[src/shared/bgdc_pkg.sv]
// Package for the background debug controller control logic
package bgdc_pkg;

	// Status/control bit positions
	localparam int BGDC_BIT_ENABLE = 7;
	localparam int BGDC_BIT_ACTIVE = 6;
	localparam int BGDC_BIT_BKPT_EN = 5;
	localparam int BGDC_BIT_FORCE_TAG = 4;
	localparam int BGDC_BIT_CLK_SEL = 3;

	// Reset values
	localparam logic BGDC_RST_ENABLE = 1'h0;
	localparam logic BGDC_RST_BKPT_EN = 1'h0;
	localparam logic BGDC_RST_FORCE_TAG = 1'h0;
	localparam logic BGDC_RST_CLK_SEL = 1'h0;

	// Writable bit mask; bits 2..0 read as zero
	localparam logic [7:0] BGDC_WR_MASK = 8'hB8;

	// Breakpoint address width
	localparam int BGDC_AW = 16;

	// Serial command from the link decoder
	typedef enum logic [1:0] {
		BGDC_CMD_NONE = 2'h0,
		BGDC_CMD_READ_STATUS = 2'h1,
		BGDC_CMD_WRITE_CONTROL = 2'h2,
		BGDC_CMD_GO = 2'h3
	} bgdc_cmd_e;

	typedef struct packed {
		logic valid;
		bgdc_cmd_e cmd;
		logic [7:0] data;
	} bgdc_cmd_s;

	// CPU-side observation of the fetch path
	typedef struct packed {
		logic fetch_valid;
		logic [BGDC_AW-1:0] fetch_addr;
		logic insn_boundary;
		logic queue_end_valid;
		logic queue_end_tagged;
	} bgdc_cpu_s;

	// Control states
	typedef enum logic [2:0] {
		BGDC_ST_RESET = 3'h1,
		BGDC_ST_RUN = 3'h2,
		BGDC_ST_ACTIVE = 3'h4
	} bgdc_state_e;

endpackage

[src/hdl/bgdc_bkpt.sv]
// Breakpoint address comparator with force/tag outputs
`timescale 1ns/1ns
module bgdc_bkpt
	import bgdc_pkg::*;
(
	// Control
	input wire logic i_bkpt_en,
	input wire logic i_force_tag,
	input wire logic [BGDC_AW-1:0] i_match_addr,
	// Fetch path
	input wire logic i_fetch_valid,
	input wire logic [BGDC_AW-1:0] i_fetch_addr,
	// Results
	output logic o_force_hit,
	output logic o_tag_hit
);

	logic match;

	always_comb
	begin
		match = i_fetch_valid && (i_fetch_addr == i_match_addr);
		o_force_hit = i_bkpt_en && i_force_tag && match;
		o_tag_hit = i_bkpt_en && !i_force_tag && match;
	end

endmodule // bgdc_bkpt

[src/hdl/bgdc_ctrl.sv]
// Background debug controller: entry into background mode and status register
// Operation
// - Pin low at reset exit enters background
// - Force-reset command then pin low enters background
// - Undriven pin at reset gives normal mode
// - No internal buses on external pins
// - Debug commands arrive only over serial link
// - Register reached only by serial status commands
// - Enable clear refuses background, allows other commands
// - Enable stays set until normal reset
// - Bit 6 reports background active state
// - Breakpoint enable clear ignores tag and match
// - Force mode match enters at instruction boundary
// - Tag mode enters when tagged opcode executes
// - Bit 3 selects link clock, reset alternate
`timescale 1ns/1ns
module bgdc_ctrl
	import bgdc_pkg::*;
(
	// Clock and reset
	input wire logic i_sys_clk,
	input wire logic i_rst,
	// Background pin level and reset exit
	input wire logic i_background_pin,
	input wire logic i_reset_exit,
	input wire logic i_force_reset_cmd,
	// Serial command port
	input wire bgdc_cmd_s i_cmd,
	// Breakpoint match register value
	input wire logic [BGDC_AW-1:0] i_match_addr,
	// CPU observation
	input wire bgdc_cpu_s i_cpu,
	// Outputs
	output logic [7:0] o_status,
	output logic o_status_valid,
	output logic o_background_active,
	output logic o_tag_opcode,
	output logic o_link_clock_select
);

	bgdc_state_e state_q, state_d;
	logic enable_q, enable_d;
	logic bkpt_en_q, bkpt_en_d;
	logic force_tag_q, force_tag_d;
	logic clk_sel_q, clk_sel_d;
	logic force_arm_q, force_arm_d;
	logic force_pend_q, force_pend_d;
	logic [7:0] status_q, status_d;
	logic status_valid_q, status_valid_d;
	logic tag_q, tag_d;
	logic force_hit, tag_hit;
	logic enter_req;

	function automatic logic [7:0] pack_status(input logic en, input logic act,
		input logic bk, input logic ft, input logic cs);
		logic [7:0] v;
		v = 8'h00;
		v[BGDC_BIT_ENABLE] = en;
		v[BGDC_BIT_ACTIVE] = act;
		v[BGDC_BIT_BKPT_EN] = bk;
		v[BGDC_BIT_FORCE_TAG] = ft;
		v[BGDC_BIT_CLK_SEL] = cs;
		return v;
	endfunction

	bgdc_bkpt u_bkpt (
		.i_bkpt_en(bkpt_en_q),
		.i_force_tag(force_tag_q),
		.i_match_addr(i_match_addr),
		.i_fetch_valid(i_cpu.fetch_valid),
		.i_fetch_addr(i_cpu.fetch_addr),
		.o_force_hit(force_hit),
		.o_tag_hit(tag_hit)
	);

	// Register and mode next state
	always_comb
	begin
		state_d = state_q;
		enable_d = enable_q;
		bkpt_en_d = bkpt_en_q;
		force_tag_d = force_tag_q;
		clk_sel_d = clk_sel_q;
		force_arm_d = force_arm_q;
		force_pend_d = force_pend_q;
		status_d = status_q;
		status_valid_d = 1'b0;
		tag_d = tag_hit;
		enter_req = 1'b0;
		// Only serial commands reach the register; no memory-mapped path exists
		if (i_cmd.valid && i_cmd.cmd == BGDC_CMD_WRITE_CONTROL)
		begin
			// Enable is sticky: a write can set it but never clear it
			enable_d = enable_q | i_cmd.data[BGDC_BIT_ENABLE];
			bkpt_en_d = i_cmd.data[BGDC_BIT_BKPT_EN];
			force_tag_d = i_cmd.data[BGDC_BIT_FORCE_TAG];
			clk_sel_d = i_cmd.data[BGDC_BIT_CLK_SEL];
			// Active bit in the written data is dropped here
		end
		if (i_cmd.valid && i_cmd.cmd == BGDC_CMD_READ_STATUS)
		begin
			status_d = pack_status(enable_q, state_q == BGDC_ST_ACTIVE,
				bkpt_en_q, force_tag_q, clk_sel_q);
			status_valid_d = 1'b1;
		end
		// Force-reset command sets force_arm_q, read only by a cover; the reset exit pin check ignores it
		if (i_force_reset_cmd)
			force_arm_d = 1'b1;
		if (force_hit)
			force_pend_d = 1'b1;
		case (state_q)
			BGDC_ST_RESET:
			begin
				if (i_reset_exit)
				begin
					// Pulled-up pin reads high when undriven, giving normal mode
					if (!i_background_pin)
					begin
						enable_d = 1'b1;
						state_d = BGDC_ST_ACTIVE;
					end
					else
						state_d = BGDC_ST_RUN;
					force_arm_d = 1'b0;
				end
			end
			BGDC_ST_RUN:
			begin
				if (force_pend_q && i_cpu.insn_boundary)
				begin
					enter_req = 1'b1;
					// A fresh match in the same cycle must not be lost
					force_pend_d = force_hit;
				end
				if (i_cpu.queue_end_valid && i_cpu.queue_end_tagged && bkpt_en_q)
					enter_req = 1'b1;
				if (enter_req && enable_q)
					state_d = BGDC_ST_ACTIVE;
			end
			BGDC_ST_ACTIVE:
			begin
				force_pend_d = 1'b0;
				if (i_cmd.valid && i_cmd.cmd == BGDC_CMD_GO)
					state_d = BGDC_ST_RUN;
			end
			default: state_d = BGDC_ST_RESET;
		endcase
	end

	// Plain registers; internal buses never reach a pin
	always_ff @(posedge i_sys_clk or posedge i_rst)
	begin
		if (i_rst)
		begin
			state_q <= BGDC_ST_RESET;
			enable_q <= BGDC_RST_ENABLE;
			bkpt_en_q <= BGDC_RST_BKPT_EN;
			force_tag_q <= BGDC_RST_FORCE_TAG;
			clk_sel_q <= BGDC_RST_CLK_SEL;
			force_arm_q <= 1'b0;
			force_pend_q <= 1'b0;
			status_q <= 8'h00;
			status_valid_q <= 1'b0;
			tag_q <= 1'b0;
		end
		else
		begin
			state_q <= state_d;
			enable_q <= enable_d;
			bkpt_en_q <= bkpt_en_d;
			force_tag_q <= force_tag_d;
			clk_sel_q <= clk_sel_d;
			force_arm_q <= force_arm_d;
			force_pend_q <= force_pend_d;
			status_q <= status_d;
			status_valid_q <= status_valid_d;
			tag_q <= tag_d;
		end
	end

	logic active_q;
	always_ff @(posedge i_sys_clk or posedge i_rst)
	begin
		if (i_rst)
			active_q <= 1'b0;
		else
			active_q <= (state_d == BGDC_ST_ACTIVE);
	end

	assign o_status = status_q;
	assign o_status_valid = status_valid_q;
	assign o_background_active = active_q;
	assign o_tag_opcode = tag_q;
	assign o_link_clock_select = clk_sel_q;

	// Checks
	reset_entry_a: assert property (@(posedge i_sys_clk) disable iff (i_rst)
		state_q == BGDC_ST_RESET && i_reset_exit && !i_background_pin
		|=> o_background_active)
		else $error("pin low at reset exit did not enter background");
	reset_normal_a: assert property (@(posedge i_sys_clk) disable iff (i_rst)
		state_q == BGDC_ST_RESET && i_reset_exit && i_background_pin
		|=> !o_background_active)
		else $error("pin high at reset exit entered background");
	enable_refuse_a: assert property (@(posedge i_sys_clk) disable iff (i_rst)
		state_q == BGDC_ST_RUN && !enable_q |=> state_q != BGDC_ST_ACTIVE)
		else $error("background entered while disabled");
	enable_sticky_a: assert property (@(posedge i_sys_clk) disable iff (i_rst)
		enable_q |=> enable_q)
		else $error("enable cleared without reset");
	active_report_a: assert property (@(posedge i_sys_clk) disable iff (i_rst)
		i_cmd.valid && i_cmd.cmd == BGDC_CMD_READ_STATUS
		|=> o_status[BGDC_BIT_ACTIVE] == ($past(state_q) == BGDC_ST_ACTIVE) && o_status_valid)
		else $error("status active bit wrong");
	bkpt_off_a: assert property (@(posedge i_sys_clk) disable iff (i_rst)
		!bkpt_en_q |-> !force_hit && !tag_hit)
		else $error("breakpoint hit while disabled");
	force_entry_a: assert property (@(posedge i_sys_clk) disable iff (i_rst)
		state_q == BGDC_ST_RUN && force_pend_q && i_cpu.insn_boundary && enable_q
		|=> state_q == BGDC_ST_ACTIVE ##0 o_background_active)
		else $error("force breakpoint did not enter background");
	tag_entry_a: assert property (@(posedge i_sys_clk) disable iff (i_rst)
		state_q == BGDC_ST_RUN && bkpt_en_q && enable_q && i_cpu.queue_end_valid
		&& i_cpu.queue_end_tagged |=> state_q == BGDC_ST_ACTIVE)
		else $error("tagged opcode executed");
	clk_write_a: assert property (@(posedge i_sys_clk) disable iff (i_rst)
		i_cmd.valid && i_cmd.cmd == BGDC_CMD_WRITE_CONTROL
		|=> o_link_clock_select == $past(i_cmd.data[BGDC_BIT_CLK_SEL]))
		else $error("clock select not written");
	low_zero_a: assert property (@(posedge i_sys_clk) disable iff (i_rst)
		o_status[2:0] == 3'h0)
		else $error("reserved bits not zero");

	cov_reset_bg: cover property (@(posedge i_sys_clk) disable iff (i_rst)
		state_q == BGDC_ST_RESET ##1 state_q == BGDC_ST_ACTIVE);
	cov_force: cover property (@(posedge i_sys_clk) disable iff (i_rst)
		force_hit ##[1:20] state_q == BGDC_ST_ACTIVE);
	cov_tag: cover property (@(posedge i_sys_clk) disable iff (i_rst)
		tag_hit ##[1:20] state_q == BGDC_ST_ACTIVE);
	cov_go: cover property (@(posedge i_sys_clk) disable iff (i_rst)
		state_q == BGDC_ST_ACTIVE ##1 state_q == BGDC_ST_RUN);
	cov_force_arm: cover property (@(posedge i_sys_clk) disable iff (i_rst)
		force_arm_q && i_reset_exit && !i_background_pin ##1 o_background_active);

endmodule // bgdc_ctrl

[config.mk]
export PLATFORM = sky130hd
export DESIGN_NAME = bgdc_ctrl
export DESIGN_NICKNAME = d
export VERILOG_FILES = /design/src/shared/bgdc_pkg.sv /design/src/hdl/bgdc_bkpt.sv /design/src/hdl/bgdc_ctrl.sv
export SDC_FILE = /design/constraint.sdc
export NUM_CORES = 1
export LEC_CHECK = 0
export ABC_AREA = 1
export ABC_CLOCK_PERIOD_IN_PS = 1100
export BUFFER_PORTS_ARGS = -buffer_cell sky130_fd_sc_hd__buf_4
export CAP_MARGIN = 10
export CORE_MARGIN = 2
export CORE_UTILIZATION = 39
export CTS_CLUSTER_SIZE = 10
export DETAILED_ROUTE_END_ITERATION = 7
export PLACE_DENSITY = 0.8
export RECOVER_POWER = 25
export SYNTH_ARGS = -nofsm -noshare
export SYNTH_HDL_FRONTEND = slang
export SYNTH_HIERARCHICAL = 1
export SYNTH_SLANG_ARGS = --single-unit
[constraint.sdc]
create_clock -name i_sys_clk -period 1.1 [get_ports i_sys_clk]
set_clock_uncertainty 0.2 [all_clocks]
set_input_delay 0 -clock i_sys_clk [delete_from_list [all_inputs] [get_ports i_sys_clk]]
set_output_delay 0 -clock i_sys_clk [all_outputs]
set_load 0.01 [all_outputs]
After elaboration in Yosys (flattened, before gate mapping) --
Cells that the tools add are included.
Word-level totals: output and inout port bits 12, input port bits 52, latch bits 0, bits in read-only memories 0, memories 0, memory bits (writable) 0, register bits 16
Cells by class: shift operators 0, add/subtract/negate cells 0, order comparisons 0, equality and inequality tests 8, reduce and logical (&&, ||, !) cells 13, $mul 0, divide/modulo/power cells 0, bitwise logic cells 1, muxes and demuxes 16
Operators with widths (number):
- == test 16 bit | 1
- logical AND 1 bit | 12
- 2-to-1 mux 3 bit | 4
- 2-to-1 mux 1 bit | 10
- one-hot mux 3 bit (3 select lines) | 1
- == test 3 bit (second input constant) | 2
- == test 2 bit (second input constant) | 2
- == test 3 x 1 -> 1 bit (second input constant) | 1
- == test 3 x 2 -> 1 bit (second input constant) | 1
- == test 2 x 1 -> 1 bit (second input constant) | 1
- one-hot mux 1 bit (2 select lines) | 1
- logical NOT 1 bit | 1
- OR 1 bit | 1

Depth between registers and ports, before layout --
Gate-level depths: netlist of the first run.
depth after elaboration 8, depth in mapped cells 12, depth with buffers taken out 12

Cells and area by module --
The synthesis of the first run kept the hierarchy.
Modules (own cells, without submodules):
- bgdc_ctrl | cells an instance 89, instances 1, area each 743.2 um^2
- bgdc_bkpt | cells an instance 83, instances 1, area each 331.6 um^2

Worst setup path after synthesis of the first run --
Ideal clock, no wire load.
path type register to register, from register state_q[0], to register force_pend_q, data arrival time 0.878 ns, path buffers 0, cell stages (with the launch flop) 5, data required time 0.823 ns, slack -0.055 ns, cells stage by stage dfstp_2 > inv_1 > nand3_1 > o21ai_0 > a21oi_1
Between the ends: longest elaborated chain between the ends 2
RTL lines:
- from (decl) | RTL line bgdc_ctrl.sv:41 | bgdc_state_e state_q, state_d;
- from (signal assigned) | RTL line bgdc_ctrl.sv:168 | state_q <= state_d;
- == test 3 bit / == test 3 x 2 -> 1 bit (equally long branches) | RTL line bgdc_ctrl.sv:111 | case (state_q)
- one-hot mux 1 bit (2 select lines) * | RTL line bgdc_ctrl.sv:111
- net force_pend_d | RTL line bgdc_ctrl.sv:47 | logic force_pend_q, force_pend_d;
- to (signal assigned) | RTL line bgdc_ctrl.sv:174 | force_pend_q <= force_pend_d;
- to (decl) | RTL line bgdc_ctrl.sv:47
The timed path passes the listed nets; every way through them passes the cells marked *. A chain may end at the register's enable or synchronous reset.

Final worst setup path of the first run --
Same ends and word-level chain as after synthesis.

==> results of run 1 <==
## path summary, 6_finish.rpt
kind / to / slack (ns) / cells after the start
max reg2reg: force_pend_q$_DFF_PP0_ / -0.12 / 4
max in group asynchronous: o_tag_opcode$_DFF_PP0_ / 0.28 / 4
min reg2reg: o_status[6]$_DFFE_PP0P_ / 0.29 / 2
min in group asynchronous: o_status[7]$_DFFE_PP0P_ / 0.02 / 3
max: force_pend_q$_DFF_PP0_ / -0.12 / 4
min: o_tag_opcode$_DFF_PP0_ / -0.11 / 6
## synth_stat cells
library cell,instances,share of area
dfrtp_1,15,0.35
buf_6,1,0.010
nand3_1,9,0.042
nor2_2,1,0.0058
o21ai_1,1,0.0047
dfstp_2,1,0.024
o21ai_0,2,0.0093
nand4_1,1,0.0058
o21ai_2,5,0.041
a21oi_1,4,0.019
xor2_1,1,0.0082
nand2_1,63,0.22
nor2_1,23,0.080
xnor2_1,2,0.016
buf_4,3,0.021
inv_1,38,0.13
conb_1,1,0.0035
o211ai_1,1,0.0070
## flip-flops by register name, summed over array words and instances (netlist names)
name	flops
o_link_clock_select	1
bkpt_en_q	1
state_q	3
force_tag_q	1
o_status	5
enable_q	1
o_status_valid	1
o_background_active	1
force_pend_q	1
o_tag_opcode	1
## power by group
part	internal (mW)	switching [mW]
Sequential	0.717	0.0971
Clock	0.202	0.189
Combinational	0.412	0.393
Total	1.33	0.679
## logic make-up after synthesis
family,Yosys count
compound gates,13
xor+xnor,3
flops,16
other cells,1
simple gates,97
buf+inv,42
## repair_timing
| item | 4_1_cts | 5_1_grt |
|---|---|---|
| hold buffers | 11 | 2 |
| setup buffers | 0 | 0 |
| gates resized for setup | 7 | 8 |
| hold endpoints to repair | 32 | 7 |
| endpoints found under the setup margin | 6 | 10 |
| pin swaps | 4 | 3 |
## layer usage
metal,up-vias,GRT usage,wire length (µm)
li1,651,-,-
met2,28,0.311,1380
met5,-,0,0
met3,4,0.0415,143
met1,500,0.176,1070
met4,0,0.0646,32
## cell type report
| class | instances | area share |
|---|---|---|
| well taps | 31 | 0.0220 |
| repair buffers | 75 | 0.333 |
| clock buffers | 4 | 0.0206 |
| flip-flops and latches | 16 | 0.228 |
| inverters | 38 | 0.0810 |
| multi-input cells | 116 | 0.316 |
## critical path, cell delays in order (launching register included)
cell	delay (ns)
dfstp_2	0.56
inv_2	0.05
nand3_1	0.12
o21ai_2	0.09
a21oi_1	0.13
## through the flow
stage	area (µm²)	instances	power (mW)	worst slack, ns
floorplan	1090	174	1.18	-0.0396
global placement	1570	263	1.50	-0.181
detailed placement	1570	263	1.52	-0.236
CTS	1740	278	2.02	-0.142
global route	1760	280	2.15	-0.195
finish	1760	280	2.01	-0.125
==> out/results.txt, run 1 <==
Post-detail-place hpwl - 2.05 mm
Most frequent cells in the layout - nand2_1 (60), buf_4 (60), inv_1 (36)
Clk buf depth - 2
Root Driver - clkbuf_4
Layout Area Growth over Synthesis - 63.8%
Worst-path maximum fanout - 3
TritonCTS buffer count - 3
Synth Area in XOR/XNOR - 0.0244
WL per Instance - 9.36 µm
Reg-to-reg startpoint - state_q[0]$_DFF_PP1_
Synth warn - 6
IO Pins - 64
Via count - 1,183
Initial Util - 0.400
Fill cells - 243
Run status - finished with violations
Register area share after synthesis - 0.374
Largest family of logic cells by synthesized area - simple AND/OR/NAND/NOR gates
Setup TNS - -0.670 ns
Slew headroom - 0.598
Average cell area after synthesis - 6.25 µm²
Register area - 402 µm²
Die Span X - 56.5 µm
Row count - 19
Setup violators final - 7
H-tree Lvls - 1
Routability cong. - 0.780
Netlist cell types - 18
Worst Hold Launch - i_cpu[5]
Post-synthesis mux area share - 0
CP startpoint - state_q[0]$_DFF_PP1_
Fin. Hold Viols - 5
Critical Path Sink Type - register
Detailed Routing Iterations Pass 1 - 4
Lkg Pwr - 1.05 nW
Synth Area in Simple Gates - 0.354
Final #Nets - 302
Clock transition at the registers of the reported paths - 0.10 ns
Multi-input logic area - 556 µm²
Synth Area in Adders - 0
DRC viols - 0
Routed Antenna Nets - 0
Crit Path Category - register to register
Syn Std Cell Area - 1070 µm²
Synth Register Bits - 16
Crit path arrival time - 1.24 ns
WP data required - 1.12 ns
Hold WS - -0.108 ns
Max cap viols - 0
Power Dens Cells - 1140 nW/µm²
Initial antenna violation count - 0
GRT Residual Overflow - 0
Fmax - 817 MHz
Slew @ Worst Pin - 0.603 ns
Core area - 2690 µm²
Final core utilization - 0.655
Vias in the first global route - 1,109
Share of layout cells above drive strength 1 - 0.341
Largest net degree at the start of global routing - 12
Tmin final - 1.22 ns
ANT cells - 0
Clock tree sinks - 16
Initial drt markers - 19
Setup ws final - -0.125 ns
Die area - 3190 µm²
I/O Buffers - 55
Crit start category - register
CTS tree - done
Final period util - 1.11
Routed wire length - 2.62 mm
Via density - 4.23
Syn Inst Count - 172
First-pass GRT wire length - 4.21 mm
Skew-Pair Late Insertion Delay - 0.29 ns
Failing checks - hold timing, setup timing
Unrepaired setup endpoints after global routing - yes
Worst IR drop on VDD - 895 µV
Die Y - 56.5 µm
GRT Total Usage - 0.166
Worst hold path class - input pin to register
Final Max Slew Viols - 0
Post-synthesis compound-gate area fraction - 0.0803
(Power assumes the default switching activity.)
==> run 2: changes to the inputs <==
ABC_CLOCK_PERIOD_IN_PS = unset   (was 1100)
SKIP_CTS_REPAIR_TIMING = 1   (was unset)
==> out/results.txt, run 2 (synthesis gave the netlist of run 1 again) <==
Final core utilization - 0.651
Setup TNS - -0.659 ns
Die Y - 56.5 µm
GRT Total Usage - 0.156
WP data required - 1.07 ns
ANT cells - 0
Row count - 19
Hold WS - -0.172 ns
Largest net degree at the start of global routing - 12
Clock transition at the registers of the reported paths - 0.10 ns
Non-Filler Instances - 279
Post-detail-place hpwl - 2.05 mm
Core area - 2690 µm²
NetSw - 0.665 mW
Clock tree sinks - 16
Routed Antenna Nets - 0
Root Driver - clkbuf_4
Fin. Hold Viols - 13
Final #Nets - 301
IO Pins - 64
Failing checks - hold timing, setup timing
Worst IR drop on VDD - 892 µV
Final Max Slew Viols - 0
Worst hold path class - input pin to register
Sequential Power Share - 0.407
TritonCTS buffer count - 3
H-tree Lvls - 1
First-pass GRT wire length - 3.93 mm
Max reg flops - 5
Routability cong. - 0.780
Max cap viols - 0
Initial drt markers - 25
Lkg Pwr - 1.06 nW
Initial antenna violation count - 0
Critical Path Sink Type - register
Crit Path Category - register to register
Fmax - 812 MHz
Via count - 1,176
Area post-placement - 1570 µm²
Sw frac - 0.334
Via density - 4.22
Commonest non-fill, non-tap cell in the layout - nand2_1
Setup ws final - -0.132 ns
Power Dens Cells - 1140 nW/µm²
Final period util - 1.12
Vias in the first global route - 1,050
Crit path arrival time - 1.20 ns
GRT Residual Overflow - 0
Routed wire length - 2.55 mm
Final instance area - 1750 µm²
Tmin final - 1.23 ns
Clk pwr share - 0.196
Worst-path maximum fanout - 3
Unrepaired setup endpoints after global routing - yes
Gate power share - 0.396
Min-Delay Path Depth - 3
Detailed Routing Iterations Pass 1 - 4
Die Span X - 56.5 µm
Fill cells - 241
Initial Util - 0.400
Crit start category - register
Placed cells - 263
DRC viols - 0
I/O Buffers - 55
Layout Area Growth over Synthesis - 62.7%
Share of layout cells above drive strength 1 - 0.323
WL per Instance - 9.15 µm
Run status - finished with violations
Clk buf depth - 2
Die area - 3190 µm²
Setup violators final - 7
Int Power - 1.33 mW
Most frequent cells in the layout - nand2_1 (61), buf_4 (59), inv_1 (37)
Worst Reg2Reg Path Length in Cells - 5
Skew-Pair Late Insertion Delay - 0.29 ns
CTS tree - done
[run 2: critical path, stage by stage, from the launching register on]
cell and delay [ns]:
dfstp_2 0.56, inv_2 0.05, nand2_1 0.05, nor2_1 0.05, o21ai_1 0.10, nand3_1 0.11
[run 2: layout make-up]
cell class              instances  area (µm²)  share of cell area
clock buffers                   4        36.3              0.0207
inverters                      38         143              0.0815
multi-input cells             116         536               0.306
flip-flops and latches         16         402               0.230
well taps                      31        38.8              0.0222
repair buffers                 74         594               0.340
[run 2: power groups by stage]
stage | clock (mW) | sequential [mW] | combinational (mW)
global route | 0.416 | 0.833 | 0.884
floorplan | 0 | 0.823 | 0.358
CTS | 0.405 | 0.794 | 0.722
detailed placement | 0 | 0.804 | 0.720
global placement | 0 | 0.801 | 0.702
finish | 0.391 | 0.812 | 0.790
[run 2: path summary, 6_finish.rpt]
check	start	end	slack, ns
setup / recovery	state_q[0]$_DFF_PP1_	state_q[2]$_DFF_PP0_	-0.13
hold / removal	i_cmd[9]	enable_q$_DFF_PP0_	-0.17
setup reg to reg	state_q[0]$_DFF_PP1_	state_q[2]$_DFF_PP0_	-0.13
hold reg to reg	o_status[6]$_DFFE_PP0P_	o_status[6]$_DFFE_PP0P_	0.29
max in group asynchronous	i_rst	o_tag_opcode$_DFF_PP0_	0.28
min in group asynchronous	i_rst	o_status[7]$_DFFE_PP0P_	0.01
[run 2: stage by stage]
step                setup slack (ns)  power [mW]
floorplan                    -0.0396        1.18
global placement              -0.181        1.50
detailed placement            -0.236        1.52
CTS                           -0.169        1.92
global route                  -0.200        2.13
finish                        -0.132        1.99
[run 2: metal layers]
layer,vias up,wire length (µm),GRT usage
met4,0,32,0.0646
met5,-,0,0
met2,28,1340,0.286
met3,4,136,0.0415
li1,649,-,-
met1,495,1040,0.166
